<file path="config.mk">
export PLATFORM = sky130hd
export DESIGN_NAME = eprc_ctrl
export DESIGN_NICKNAME = d
export VERILOG_FILES = /design/src/logic/eprc_pkg.sv /design/src/logic/eprc_tick.sv /design/src/logic/eprc_ctrl.sv
export SDC_FILE = /design/constraint.sdc
export NUM_CORES = 1
export LEC_CHECK = 0
export ABC_AREA = 1
export BUFFER_PORTS_ARGS = -buffer_cell sky130_fd_sc_hd__buf_2
export CORE_AREA = 2 2 145 147
export CTS_CLUSTER_SIZE = 40
export DETAILED_ROUTE_END_ITERATION = 10
export DIE_AREA = 0 0 147 149
export GPL_ROUTABILITY_DRIVEN = 0
export HOLD_SLACK_MARGIN = 0.02
export PLACE_DENSITY = 0.72
export SLEW_MARGIN = 10
export SYNTH_ARGS = -nofsm -noshare
export SYNTH_HDL_FRONTEND = slang
export SYNTH_HIERARCHICAL = 1
export SYNTH_SLANG_ARGS = --single-unit
</file>
<file path="constraint.sdc">
create_clock -name clk_sys -period 2.3 [get_ports clk_sys]
set_input_delay 0.115 -clock clk_sys [delete_from_list [all_inputs] [get_ports clk_sys]]
set_output_delay 0.115 -clock clk_sys [all_outputs]
set_load 0.01 [all_outputs]
</file>
<file path="src/logic/eprc_pkg.sv">
// shared constants for the serial memory command controller
package eprc_pkg;

   // ------------------------------------------------------------------
   // register map (byte addresses)
   // ------------------------------------------------------------------
   localparam int           ADDR_W           = 12;
   localparam logic [11:0]  OFS_CMD          = 12'h0B0;
   localparam logic [11:0]  OFS_DATA         = 12'h0B4;
   localparam logic [11:0]  OFS_IRQ_STAT     = 12'h0B8;
   localparam logic [11:0]  OFS_IRQ_MASK     = 12'h0BC;

   // ------------------------------------------------------------------
   // command register fields
   // ------------------------------------------------------------------
   localparam int           CMD_BUSY_BIT     = 31;
   localparam int           CMD_OP_LSB       = 28;
   localparam int           CMD_TMO_BIT      = 9;
   localparam int           CMD_LOADED_BIT   = 8;
   localparam logic [7:0]   CMD_ADDR_RST     = 8'h00;
   localparam logic [7:0]   DATA_RST         = 8'h00;

   // interrupt status / mask bits
   localparam int           IRQ_DONE_BIT     = 0;
   localparam int           IRQ_TMO_BIT      = 1;
   localparam logic [1:0]   IRQ_MASK_RST     = 2'h0;

   // ------------------------------------------------------------------
   // operations selected by software in bits 30:28
   // ------------------------------------------------------------------
   typedef enum logic [2:0]
   {
      EPRC_OP_READ   = 3'h0,
      EPRC_OP_DISWR  = 3'h1,
      EPRC_OP_ENWR   = 3'h2,
      EPRC_OP_WRITE  = 3'h3,
      EPRC_OP_WRALL  = 3'h4,
      EPRC_OP_ERASE  = 3'h5,
      EPRC_OP_ERALL  = 3'h6,
      EPRC_OP_RELOAD = 3'h7
   } eprc_op_t;

   // serial frame: start bit, two opcode bits, eight location bits
   localparam int           HDR_BITS         = 11;
   localparam int           BYTE_BITS        = 8;
   localparam logic [1:0]   WIRE_READ        = 2'h2;
   localparam logic [1:0]   WIRE_WRITE       = 2'h1;
   localparam logic [1:0]   WIRE_ERASE       = 2'h3;
   localparam logic [1:0]   WIRE_EXT         = 2'h0;
   localparam logic [7:0]   EXT_DISWR        = 8'h00;
   localparam logic [7:0]   EXT_WRALL        = 8'h40;
   localparam logic [7:0]   EXT_ERALL        = 8'h80;
   localparam logic [7:0]   EXT_ENWR         = 8'hC0;

   // station address reload: signature byte then six address bytes
   localparam logic [7:0]   RELOAD_SIG       = 8'hA5;
   localparam logic [2:0]   RELOAD_LAST      = 3'h6;

   // ------------------------------------------------------------------
   // timing
   // ------------------------------------------------------------------
   localparam int           CLK_NS           = 8;
   localparam int           TMO_MS           = 30;
   localparam int           TMO_CYC_DEF      = TMO_MS * 1000000 / CLK_NS;
   localparam int           TMO_W            = 22;
   localparam int           SCLK_HALF_NS     = 250;
   localparam int           SCLK_HALF_CYC    = (SCLK_HALF_NS + CLK_NS - 1) / CLK_NS;
   localparam int           SCLK_W           = 8;

endpackage

</file>
<file path="src/logic/eprc_tick.sv">
// free counter that pulses once every limit cycles while run is high
`timescale 1ns/100ps
module eprc_tick
#(
   parameter int W = 8
)
(
   input  wire logic         clk_sys,
   input  wire logic         rst_n,
   input  wire logic         run,
   input  wire logic [W-1:0] limit,
   output      logic         hit
);

   logic [W-1:0] cnt_ff;
   logic [W-1:0] nxt_cnt;

   assign hit     = run && (cnt_ff == limit - W'(1));
   assign nxt_cnt = (!run || hit) ? '0 : cnt_ff + W'(1);

   always_ff @(posedge clk_sys or negedge rst_n)
   begin
      if (!rst_n)
         cnt_ff <= '0;
      else
         cnt_ff <= nxt_cnt;
   end

endmodule

</file>
<file path="src/logic/eprc_ctrl.sv">
// serial memory command controller with apb registers
`timescale 1ns/100ps
module eprc_ctrl
   import eprc_pkg::*;
#(
   parameter int TMO_CYCLES = eprc_pkg::TMO_CYC_DEF,
   parameter int SCLK_HALF  = eprc_pkg::SCLK_HALF_CYC
)
(
   input  wire logic                      clk_sys,
   input  wire logic                      rst_n,
   input  wire logic [eprc_pkg::ADDR_W-1:0] paddr,
   input  wire logic                      psel,
   input  wire logic                      penable,
   input  wire logic                      pwrite,
   input  wire logic [31:0]               pwdata,
   output      logic [31:0]               prdata,
   output      logic                      pready,
   output      logic                      pslverr,
   output      logic                      irq,
   output      logic                      mem_cs,
   output      logic                      mem_clk,
   output      logic                      mem_dio_o,
   output      logic                      mem_dio_oe,
   input  wire logic                      mem_dio_i,
   output      logic [47:0]               station_addr
);

   // ------------------------------------------------------------------
   // declarations
   // ------------------------------------------------------------------
   typedef enum logic [1:0] {ST_IDLE, ST_SHIFT, ST_GAP, ST_POLL} eprc_state_t;

   eprc_state_t   st_ff;
   eprc_op_t      op_ff;
   logic [7:0]    addr_ff;
   logic [7:0]    data_ff;
   logic          busy_ff;
   logic          tmo_ff;
   logic          loaded_ff;
   logic          boot_ff;
   logic          rl_ff;
   logic [2:0]    rl_idx_ff;
   logic [47:0]   sta_ff;
   logic [18:0]   sh_out_ff;
   logic [7:0]    sh_in_ff;
   logic [4:0]    bit_ff;
   logic [4:0]    nbits_ff;
   logic [4:0]    nsend_ff;
   logic          sclk_ff;
   logic          cs_ff;
   logic          oe_ff;
   logic [1:0]    irq_st_ff;
   logic [1:0]    irq_mask_ff;
   logic [31:0]   prdata_ff;
   logic          din_meta_ff;
   logic          din_ff;
   logic          rl_go_ff;
   logic [1:0]    poll_age_ff;

   // ------------------------------------------------------------------
   // apb decode
   // ------------------------------------------------------------------
   wire           sel_cmd   = (paddr == OFS_CMD);
   wire           sel_data  = (paddr == OFS_DATA);
   wire           sel_ist   = (paddr == OFS_IRQ_STAT);
   wire           sel_imsk  = (paddr == OFS_IRQ_MASK);
   wire           mapped    = sel_cmd || sel_data || sel_ist || sel_imsk;
   wire           setup_rd  = psel && !penable && !pwrite;
   wire           acc_wr    = psel && penable && pwrite && mapped;
   wire           wr_cmd    = acc_wr && sel_cmd;
   wire           wr_data   = acc_wr && sel_data;
   wire           wr_ist    = acc_wr && sel_ist;
   wire           wr_imsk   = acc_wr && sel_imsk;

   assign pready  = 1'b1;
   assign pslverr = psel && penable && !mapped;
   assign prdata  = prdata_ff;

   // ------------------------------------------------------------------
   // command start and frame set-up
   // ------------------------------------------------------------------
   // commands written while busy are dropped
   wire           sw_start  = wr_cmd && pwdata[CMD_BUSY_BIT] && !busy_ff;
   wire           boot_go   = boot_ff && !busy_ff;
   wire           start     = sw_start || boot_go;
   wire eprc_op_t start_op  = boot_go ? EPRC_OP_RELOAD : eprc_op_t'(pwdata[CMD_OP_LSB +: 3]);
   wire [7:0]     start_adr = boot_go ? 8'h00 : pwdata[7:0];

   function automatic logic [10:0] frame_hdr(input eprc_op_t op, input logic [7:0] adr);
      logic [1:0] w;
      logic [7:0] a;
      w = WIRE_EXT;
      a = adr;
      case (op)
         EPRC_OP_READ,
         EPRC_OP_RELOAD: w = WIRE_READ;
         EPRC_OP_WRITE:  w = WIRE_WRITE;
         EPRC_OP_ERASE:  w = WIRE_ERASE;
         EPRC_OP_DISWR:  a = EXT_DISWR;
         EPRC_OP_ENWR:   a = EXT_ENWR;
         EPRC_OP_WRALL:  a = EXT_WRALL;
         EPRC_OP_ERALL:  a = EXT_ERALL;
         default:        w = WIRE_EXT;
      endcase
      return {1'b1, w, a};
   endfunction

   // only these wait for the memory's ready answer and so can time out
   function automatic logic needs_poll(input eprc_op_t op);
      return (op == EPRC_OP_WRITE) || (op == EPRC_OP_WRALL) ||
             (op == EPRC_OP_ERASE) || (op == EPRC_OP_ERALL);
   endfunction

   function automatic logic has_data(input eprc_op_t op);
      return (op == EPRC_OP_WRITE) || (op == EPRC_OP_WRALL);
   endfunction

   function automatic logic reads_byte(input eprc_op_t op);
      return (op == EPRC_OP_READ) || (op == EPRC_OP_RELOAD);
   endfunction

   // ------------------------------------------------------------------
   // timing sources
   // ------------------------------------------------------------------
   logic          half_tick;
   logic          tmo_hit;

   eprc_tick #(.W(SCLK_W)) u_sclk_tick
   (
      .clk_sys (clk_sys),
      .rst_n   (rst_n),
      .run     ((st_ff == ST_SHIFT) || (st_ff == ST_GAP)),
      .limit   (SCLK_W'(SCLK_HALF)),
      .hit     (half_tick)
   );

   eprc_tick #(.W(TMO_W)) u_tmo_tick
   (
      .clk_sys (clk_sys),
      .rst_n   (rst_n),
      .run     (st_ff == ST_POLL),
      .limit   (TMO_W'(TMO_CYCLES)),
      .hit     (tmo_hit)
   );

   // ------------------------------------------------------------------
   // sequence events
   // ------------------------------------------------------------------
   wire           last_bit  = (bit_ff == nbits_ff - 5'h01);
   wire           shift_end = (st_ff == ST_SHIFT) && half_tick && sclk_ff && last_bit;
   // a line held high answers the poll two cycles into the poll state, so it never times out
   // the synchronised line lags chip select by two cycles, so early samples are stale
   wire           poll_ok   = (st_ff == ST_POLL) && poll_age_ff[1] && din_ff;
   wire           poll_to   = (st_ff == ST_POLL) && !din_ff && tmo_hit;
   wire           finish    = (shift_end && !needs_poll(op_ff)) || poll_ok || poll_to;
   wire [7:0]     rx_byte   = sh_in_ff;
   wire           rl_sig_ok = (rl_idx_ff != 3'h0) || (rx_byte == RELOAD_SIG);
   wire           rl_more   = finish && rl_ff && rl_sig_ok && (rl_idx_ff != RELOAD_LAST);
   wire           rl_good   = finish && rl_ff && (rl_idx_ff == RELOAD_LAST);
   wire           cmd_done  = finish && !rl_more;
   wire           rd_cap    = finish && !rl_ff && (op_ff == EPRC_OP_READ);
   wire [2:0]     rl_nidx   = rl_idx_ff + 3'h1;

   // ------------------------------------------------------------------
   // input synchroniser
   // ------------------------------------------------------------------
   always_ff @(posedge clk_sys or negedge rst_n)
   begin
      if (!rst_n)
      begin
         din_meta_ff <= 1'b0;
         din_ff      <= 1'b0;
      end
      else
      begin
         din_meta_ff <= mem_dio_i;
         din_ff      <= din_meta_ff;
      end
   end

   always_ff @(posedge clk_sys or negedge rst_n)
   begin
      if (!rst_n)
         poll_age_ff <= 2'h0;
      else if (st_ff != ST_POLL)
         poll_age_ff <= 2'h0;
      else if (poll_age_ff != 2'h3)
         poll_age_ff <= poll_age_ff + 2'h1;
   end

   // ------------------------------------------------------------------
   // serial sequencer
   // ------------------------------------------------------------------
   always_ff @(posedge clk_sys or negedge rst_n)
   begin
      if (!rst_n)
      begin
         st_ff     <= ST_IDLE;
         sh_out_ff <= '0;
         sh_in_ff  <= 8'h00;
         bit_ff    <= 5'h00;
         nbits_ff  <= 5'h00;
         nsend_ff  <= 5'h00;
         sclk_ff   <= 1'b0;
         cs_ff     <= 1'b0;
         oe_ff     <= 1'b0;
      end
      else if (start || rl_go_ff)
      begin
         // reload walks the signature and six address bytes, chip select low a cycle between
         st_ff     <= ST_SHIFT;
         sh_out_ff <= start ? {frame_hdr(start_op, start_adr), data_ff}
                            : {frame_hdr(EPRC_OP_READ, {5'h00, rl_idx_ff}), data_ff};
         bit_ff    <= 5'h00;
         nbits_ff  <= 5'(HDR_BITS + ((start && !reads_byte(start_op) && !has_data(start_op)) ? 0 : BYTE_BITS));
         nsend_ff  <= 5'(HDR_BITS + ((start && has_data(start_op)) ? BYTE_BITS : 0));
         sclk_ff   <= 1'b0;
         cs_ff     <= 1'b1;
         oe_ff     <= 1'b1;
      end
      else
      begin
         case (st_ff)
            ST_SHIFT:
               if (half_tick && !sclk_ff)
               begin
                  sclk_ff  <= 1'b1;
                  sh_in_ff <= {sh_in_ff[6:0], din_ff};
               end
               else if (half_tick)
               begin
                  sclk_ff   <= 1'b0;
                  bit_ff    <= bit_ff + 5'h01;
                  sh_out_ff <= {sh_out_ff[17:0], 1'b0};
                  oe_ff     <= (bit_ff + 5'h01) < nsend_ff;
                  if (last_bit)
                  begin
                     cs_ff <= 1'b0;
                     oe_ff <= 1'b0;
                     st_ff <= needs_poll(op_ff) ? ST_GAP : ST_IDLE;
                  end
               end
            // chip select low for one half period before the ready poll
            ST_GAP:
               if (half_tick)
               begin
                  cs_ff <= 1'b1;
                  st_ff <= ST_POLL;
               end
            ST_POLL:
               if (poll_ok || poll_to)
               begin
                  cs_ff <= 1'b0;
                  st_ff <= ST_IDLE;
               end
            default:
               st_ff <= ST_IDLE;
         endcase
      end
   end

   // ------------------------------------------------------------------
   // command register state
   // ------------------------------------------------------------------
   always_ff @(posedge clk_sys or negedge rst_n)
   begin
      if (!rst_n)
      begin
         op_ff     <= EPRC_OP_READ;
         addr_ff   <= CMD_ADDR_RST;
         busy_ff   <= 1'b0;
         boot_ff   <= 1'b1;
         rl_ff     <= 1'b0;
         rl_idx_ff <= 3'h0;
         rl_go_ff  <= 1'b0;
      end
      else
      begin
         rl_go_ff <= rl_more;
         if (start)
         begin
            op_ff     <= start_op;
            busy_ff   <= 1'b1;
            boot_ff   <= 1'b0;
            rl_ff     <= (start_op == EPRC_OP_RELOAD);
            rl_idx_ff <= 3'h0;
         end
         else if (cmd_done)
         begin
            busy_ff <= 1'b0;
            rl_ff   <= 1'b0;
         end
         else if (rl_more)
            rl_idx_ff <= rl_nidx;
         if (wr_cmd && !busy_ff)
            addr_ff <= pwdata[7:0];
      end
   end

   // ------------------------------------------------------------------
   // flags, data byte and station address
   // ------------------------------------------------------------------
   always_ff @(posedge clk_sys or negedge rst_n)
   begin
      if (!rst_n)
         tmo_ff <= 1'b0;
      else if (poll_to)
         tmo_ff <= 1'b1;
      else if (start)
         tmo_ff <= 1'b0;
   end

   // set wins over a same-cycle write-one clear
   always_ff @(posedge clk_sys or negedge rst_n)
   begin
      if (!rst_n)
         loaded_ff <= 1'b0;
      else if (rl_good)
         loaded_ff <= 1'b1;
      else if (wr_cmd && pwdata[CMD_LOADED_BIT])
         loaded_ff <= 1'b0;
   end

   always_ff @(posedge clk_sys or negedge rst_n)
   begin
      if (!rst_n)
         data_ff <= DATA_RST;
      else if (rd_cap)
         data_ff <= rx_byte;
      else if (wr_data && !busy_ff)
         data_ff <= pwdata[7:0];
   end

   // address bytes stored first to last, byte 1 lands in the top octet
   always_ff @(posedge clk_sys or negedge rst_n)
   begin
      if (!rst_n)
         sta_ff <= '0;
      else if (finish && rl_ff && (rl_idx_ff != 3'h0))
         sta_ff <= {sta_ff[39:0], rx_byte};
   end

   assign station_addr = sta_ff;

   // ------------------------------------------------------------------
   // interrupt status and mask
   // ------------------------------------------------------------------
   wire [1:0]     irq_set = {poll_to, cmd_done};
   wire [1:0]     irq_clr = wr_ist ? pwdata[1:0] : 2'h0;

   always_ff @(posedge clk_sys or negedge rst_n)
   begin
      if (!rst_n)
      begin
         irq_st_ff   <= 2'h0;
         irq_mask_ff <= IRQ_MASK_RST;
      end
      else
      begin
         irq_st_ff <= (irq_st_ff & ~irq_clr) | irq_set;
         if (wr_imsk)
            irq_mask_ff <= pwdata[1:0];
      end
   end

   assign irq = |(irq_st_ff & irq_mask_ff);

   // ------------------------------------------------------------------
   // read data, captured in the setup phase
   // ------------------------------------------------------------------
   wire [31:0]    cmd_word  = {busy_ff, op_ff, 18'h00000, tmo_ff, loaded_ff, addr_ff};
   wire [31:0]    rd_mux    = sel_cmd  ? cmd_word :
                              sel_data ? {24'h000000, data_ff} :
                              sel_ist  ? {30'h00000000, irq_st_ff} :
                              sel_imsk ? {30'h00000000, irq_mask_ff} : 32'h00000000;

   always_ff @(posedge clk_sys or negedge rst_n)
   begin
      if (!rst_n)
         prdata_ff <= 32'h00000000;
      else if (setup_rd)
         prdata_ff <= rd_mux;
   end

   // ------------------------------------------------------------------
   // memory pins
   // ------------------------------------------------------------------
   assign mem_cs     = cs_ff;
   assign mem_clk    = sclk_ff;
   assign mem_dio_o  = sh_out_ff[18];
   assign mem_dio_oe = oe_ff;

endmodule

</file>
# Yosys cells after proc, flatten, opt, wreduce, memory -nomap -nowiden
# Index checks and enable logic that the tools add are counted.
# classes
addsub	8
magnitude_cmp	1
eq_ne	33
n_mux	60
n_bitwise	5
n_reduce_logical	89
# ops
cell	n
19-bit 2-to-1 mux	4
12-bit by 8-bit equality test with 1-bit output (second input constant)	4
8-bit 2-to-1 mux	5
1-bit logical AND	38
32-bit 2-to-1 mux	1
8-bit one-hot mux with 4 select lines	1
3-bit equality test (second input constant)	8
2-bit 2-to-1 mux	12
22-bit by 1-bit adder with 22-bit output (second input constant)	1
22-bit equality test (second input constant)	1
1-bit 2-to-1 mux	22
22-bit 2-to-1 mux	1
5-bit 2-to-1 mux	4
18-bit 2-to-1 mux	1
1-bit logical OR	17
2-bit nonzero test	8
1-bit logical NOT	13
3-bit 2-to-1 mux	4
2-bit one-hot mux with 3 select lines	2
4-bit by 4-bit adder with 5-bit output (first input constant)	2
3-bit by 2-bit equality test with 1-bit output (second input constant)	3
3-bit by 2-bit != test with 1-bit output (second input constant)	3
3-bit != test (second input constant)	3
8-bit by 1-bit adder with 8-bit output (second input constant)	1
26 further kinds	37
# word_totals
register_bits	193
inputBits	50
output_inout_bits	87
word_cells	224

# Longest topological paths before layout
# logic_depth
depth_word	16
ltp_mapped	23
mapped_depth_nobuf	23

# Cells and area by module
# Netlist, hierarchy kept.
# by_module_without_submodules
module	instances	cells_per_inst	area_each_um2	seq_area_each_um2
eprc_ctrl	1	844	6907.9	3504.6
eprc_tick at u_tmo_tick	1	382	2383.5	550.5
eprc_tick at u_sclk_tick	1	101	650.6	200.2

# Worst setup path after synthesis
# No wires, ideal clock.
# synth_timing
path_type	register to register
startpoint	reg u_sclk_tick.cnt_ff[6]
endpoint	reg sta_ff[10] (netlist: station_addr[10])
setup_ns	0.118
t_arrival_ns	2.039
required_ns	2.182
slack_ns	0.143
stages_incl_launch_ff	19
n_path_buf	2
synth_period_minus_slack_ns	2.157
path_cell_list	dfrtp_1 -> xnor2_1 -> nand2_1 -> nand2_1 -> nand2_1 -> nor2_1 -> nand2_1 -> nor2_1 -> nand2_1 -> inv_2 -> nand2_1 -> a21oi_1 -> nand2_1 -> nand2_1 -> nand3_1 -> buf_6 -> buf_6 -> nand2_1 -> nand2_1
# synth_between
elab_chain_len	10
# synth_rtl
item	line	source
from (decl)	eprc_tick.sv:15	logic [W-1:0] cnt_ff;
from (signal assigned)	eprc_tick.sv:26	cnt_ff <= nxt_cnt;
8-bit by 5-bit equality test with 1-bit output	eprc_tick.sv:18	assign hit = run && (cnt_ff == limit - W'(1));
1-bit logical AND	eprc_tick.sv:18	
named net half_tick	eprc_ctrl.sv:126	logic half_tick;
1-bit logical AND (3 in a row)	eprc_ctrl.sv:151	wire shift_end = (st_ff == ST_SHIFT) && half_tick && sclk_ff && last_bit;
1-bit logical AND	eprc_ctrl.sv:156	wire finish = (shift_end && !needs_poll(op_ff)) || poll_ok || poll_to;
1-bit logical OR (2 in a row)	eprc_ctrl.sv:156	
1-bit logical AND (2 in a row)	eprc_ctrl.sv:340	else if (finish && rl_ff && (rl_idx_ff != 3'h0))
to (signal assigned)	eprc_ctrl.sv:341	sta_ff <= {sta_ff[39:0], rx_byte};
to (decl)	eprc_ctrl.sv:44	logic [47:0] sta_ff;
# The timed path passes the listed nets, and every way through them passes these cells.
# A chain may end at the register's enable or synchronous reset.

# Final worst setup path
# layout_timing
startpoint	reg u_tmo_tick.cnt_ff[9]
endpoint	reg sta_ff[42] (netlist: station_addr[42])
# layout_between
elab_chain_len	6
# layout_rtl
item	line	source
from (decl)	eprc_tick.sv:15	
from (signal assigned)	eprc_tick.sv:26	
22-bit equality test	eprc_tick.sv:18	
1-bit logical AND	eprc_tick.sv:18	
named net tmo_hit	eprc_ctrl.sv:127	logic tmo_hit;
1-bit logical AND	eprc_ctrl.sv:155	wire poll_to = (st_ff == ST_POLL) && !din_ff && tmo_hit;
1-bit logical OR	eprc_ctrl.sv:156	
1-bit logical AND (2 in a row)	eprc_ctrl.sv:340	
# The timed path passes the listed nets, and every way through them passes these cells.

==> impl_metrics.json <==
{
  "status": "finished with violations",
  "violations": "setup timing",
  "yosysTopAreaCell": "dfrtp_1",
  "setup_viol": 59,
  "worstPathRequired_ns": 2.69,
  "grt_pass1_vias": 8354,
  "route.vias.total": 9301,
  "port_buffers": 98,
  "r2r-start": "u_tmo_tick/cnt_ff[9]$_DFF_PN0_",
  "num-nets-final": 1673,
  "skew_ns": 0.0206,
  "die_area_sq_um": 21900,
  "critical_path.max_fanout": 5,
  "dieWidth_um": 147,
  "antenna_found_initial": 0,
  "tightest_slew_ns": 0.662,
  "grt_use_total": 0.216,
  "setup_tns_ns": -4.98,
  "reg2reg_slack_ns": -0.15,
  "ys_seq_area_frac": 0.428,
  "peakVddDrop_mv": 0.552,
  "clock_sinks": 170,
  "instances_no_fill": 1894,
  "ys_seq_elements": 170,
  "static-leakage-power_nw": 6.77,
  "synth-async-reset-ratio": 1.00,
  "switching_share": 0.293,
  "hold_start": "pwdata[8]",
  "fillers": 1814,
  "firstDrtPassIters": 5,
  "clkLatencyLatePin_ns": 0.45,
  "grt_pass1_wl_um": 38800,
  "final_hold_viol_count": 0,
  "p_int_mw": 5.20,
  "start_util": 0.484,
  "drive_above_1_share": 0.199,
  "synth_edf_count": 0,
  "synth.area.top_cells": "dfrtp_1 43%, nand2_1 14%, nand3_1 7.8%, inv_1 5.7%, nor2_1 4.7%",
  "dp_worst_setup_slack_ns": -0.148,
  "post-route-drc-count": 0,
  "finalWirelength_um": 24700,
  "areaGrowthSynthToFinish_pct": 26.9,
  "ios": 137,
  "final.setup.worst_slack_ns": -0.153,
  "numCtsBuffers": 17,
  "final.min_clock_period_ns": 2.45,
  "critPathArrivalTime_ns": 2.84,
  "clockRootBuffer": "clkbuf_16",
  "ant_nets": 0,
  "crit_path_start_kind": "register",
  "routedWlPerCell_um": 13.0,
  "ys.flop_type": "dfrtp_1",
  "synth_top_area_share": 0.425,
  "dp_hpwl_um": 16900,
  "fin_crit_sh": 1.07,
  "synth_top_cells_by_count": "382 x nand2_1, 169 x dfrtp_1, 154 x nand3_1",
  "p_clk_frac": 0.407,
  "synth_cell_types": 46,
  "yosys_warnings": 6,
  "switchingPower_mw": 2.16,
  "cts_max_level": 4,
  "cts_tree": "done",
  "pwr-share-seq": 0.452,
  "hold_class": "primary input to register",
  "p_comb_frac": 0.141,
  "p_per_area_nw_per_um2": 583,
  "clk_pin_slew_ns": 0.08,
  "vias_per_cell": 4.91,
  "syn_avg_cell_area_sq_um": 7.49,
  "worst-setup-path-type": "register to register",
  "synthCells": 1327,
  "grt-ovfl-total": 0,
  "clk_path_buf_depth": 2,
  "cp-end-kind": "register",
  "grt_setup_unrepaired": "true",
  "synth_area_sq_um": 9940,
  "fp.dieH_um": 149,
  "core-area_sq_um": 20600,
  "startpoint": "u_tmo_tick/cnt_ff[9]$_DFF_PN0_",
  "cap_violations": 0,
  "synth.most_common_cell": "nand2_1",
  "n_antenna_cell": 0,
  "fmax_ghz": 0.408,
  "placed_cells": 1834,
  "maxSlewHeadroom": 0.559,
  "drt-initial-drc-count": 696,
  "slew_viol_final": 0,
  "grt_start_max_net_pins": 72,
  "rows": 53
}
-- layout by cell type (no fill, tap or decap), drive strengths merged, types with 24 or more instances in the layout --
cell type and n:
dfrtp 169, buf 174, conb 121, nor2 162, o21ai 54, nand4 29, clkbuf 24, xor2 31
nand3 157, nand2 395, inv 169
-- power by group through the flow --
stage          clock network [mW]  logic (mW)  registers (mW)
6_report                     2.99        1.03            3.33
5_1_grt                      3.16        1.19            3.36
4_1_cts                      3.03        1.01            3.32
3_5_place_dp                    0       0.990            3.38
3_3_place_gp                    0       0.970            3.37
2_1_floorplan                   0       0.630            3.39
-- sequential cells by signal, summed over array words and instances, names as in the netlist, 2 cells and up --
register,flops
sh_out_ff,19
station_addr,48
addr_ff,8
u_sclk_tick/cnt_ff,8
rx_byte,8
poll_age_ff,2
prdata,14
rl_idx_ff,3
st_ff,2
irq_mask_ff,2
data_ff,8
nbits_ff,3
nsend_ff,2
op_ff,3
irq_st_ff,2
bit_ff,5
u_tmo_tick/cnt_ff,22
-- cell families after synthesis --
family,synth area share
AND/OR/NAND/NOR,0.355
buffers and inverters,0.0959
flip-flops,0.428
AO/OA/AOI/OAI,0.0503
XOR/XNOR,0.0432
adder cells (fa/ha/maj),0.0214
multiplexers,0.00566
other,0.000755
-- worst max-delay path, stage by stage, from the launching register on --
cell and delay (ns):
dfrtp_1 0.41, xnor2_2 0.18, o21bai_4 0.15, nand2_1 0.05, nor2_1 0.10, nand2_1 0.06
nor2_1 0.09, nand3_1 0.09, nor3_2 0.25, nand2_1 0.11, and2_4 0.16, buf_6 0.11
a21oi_4 0.15, buf_6 0.17, clkbuf_16 0.15, nand3_1 0.08, nand2_1 0.09
-- through the flow --
step | utilization | cell area [sq um] | hold WS, ns | total power, mW
2_1_floorplan | - | 10400 | -0.181 | 4.01
3_5_place_dp | 0.558 | 11500 | 0.169 | 4.37
5_1_grt | 0.614 | 12600 | 0.0478 | 7.71
6_report | 0.614 | 12600 | 0.0339 | 7.35
4_1_cts | 0.594 | 12200 | 0.0305 | 7.37
3_3_place_gp | 0.558 | 11500 | 0.173 | 4.34
-- path summary, 6_finish.rpt --
| kind | endpoint | cells past startpoint |
|---|---|---|
| worst max-delay path | station_addr[42]$_DFFE_PN0P_ | 16 |
| worst min-delay path | loaded_ff$_DFFE_PN0P_ | 3 |
| worst max register to register | station_addr[42]$_DFFE_PN0P_ | 16 |
| worst min register to register | din_ff$_DFF_PN0_ | 0 |
| max in group asynchronous | boot_ff$_DFFE_PN1P_ | 3 |
| min in group asynchronous | station_addr[44]$_DFFE_PN0P_ | 2 |
-- layout make-up --
cell class,instances,area (sq um),area share
multi-input combinational,1062,5320,0.421
timing repair buffer,191,1460,0.116
clock inverter,15,201,0.0160
tap,275,344,0.0273
sequential,170,4260,0.337
clock buffer,17,425,0.0337
inverter,164,616,0.0488
-- per-layer routing --
| metal | part of all wire | vias up | wire [um] | global-route usage |
|---|---|---|---|---|
| li1 | - | 4638 | - | - |
| met5 | 0 | - | 0 | 0 |
| met2 | 0.48 | 266 | 11900 | 0.354 |
| met3 | 0.050 | 53 | 1240 | 0.0379 |
| met1 | 0.44 | 4344 | 11000 | 0.294 |
| met4 | 0.023 | 0 | 575 | 0.0726 |
-- what timing repair did --
item                                    4_1_cts  5_1_grt
pin swaps                                     0       12
buffers inserted                              0        7
endpoints found under the setup margin       66       82
hold buffers                                 10        0
endpoints found under the hold margin        88        0
gates cloned                                  0       11
resized for setup                             7       36
Power figures use the tool's default switching activity.
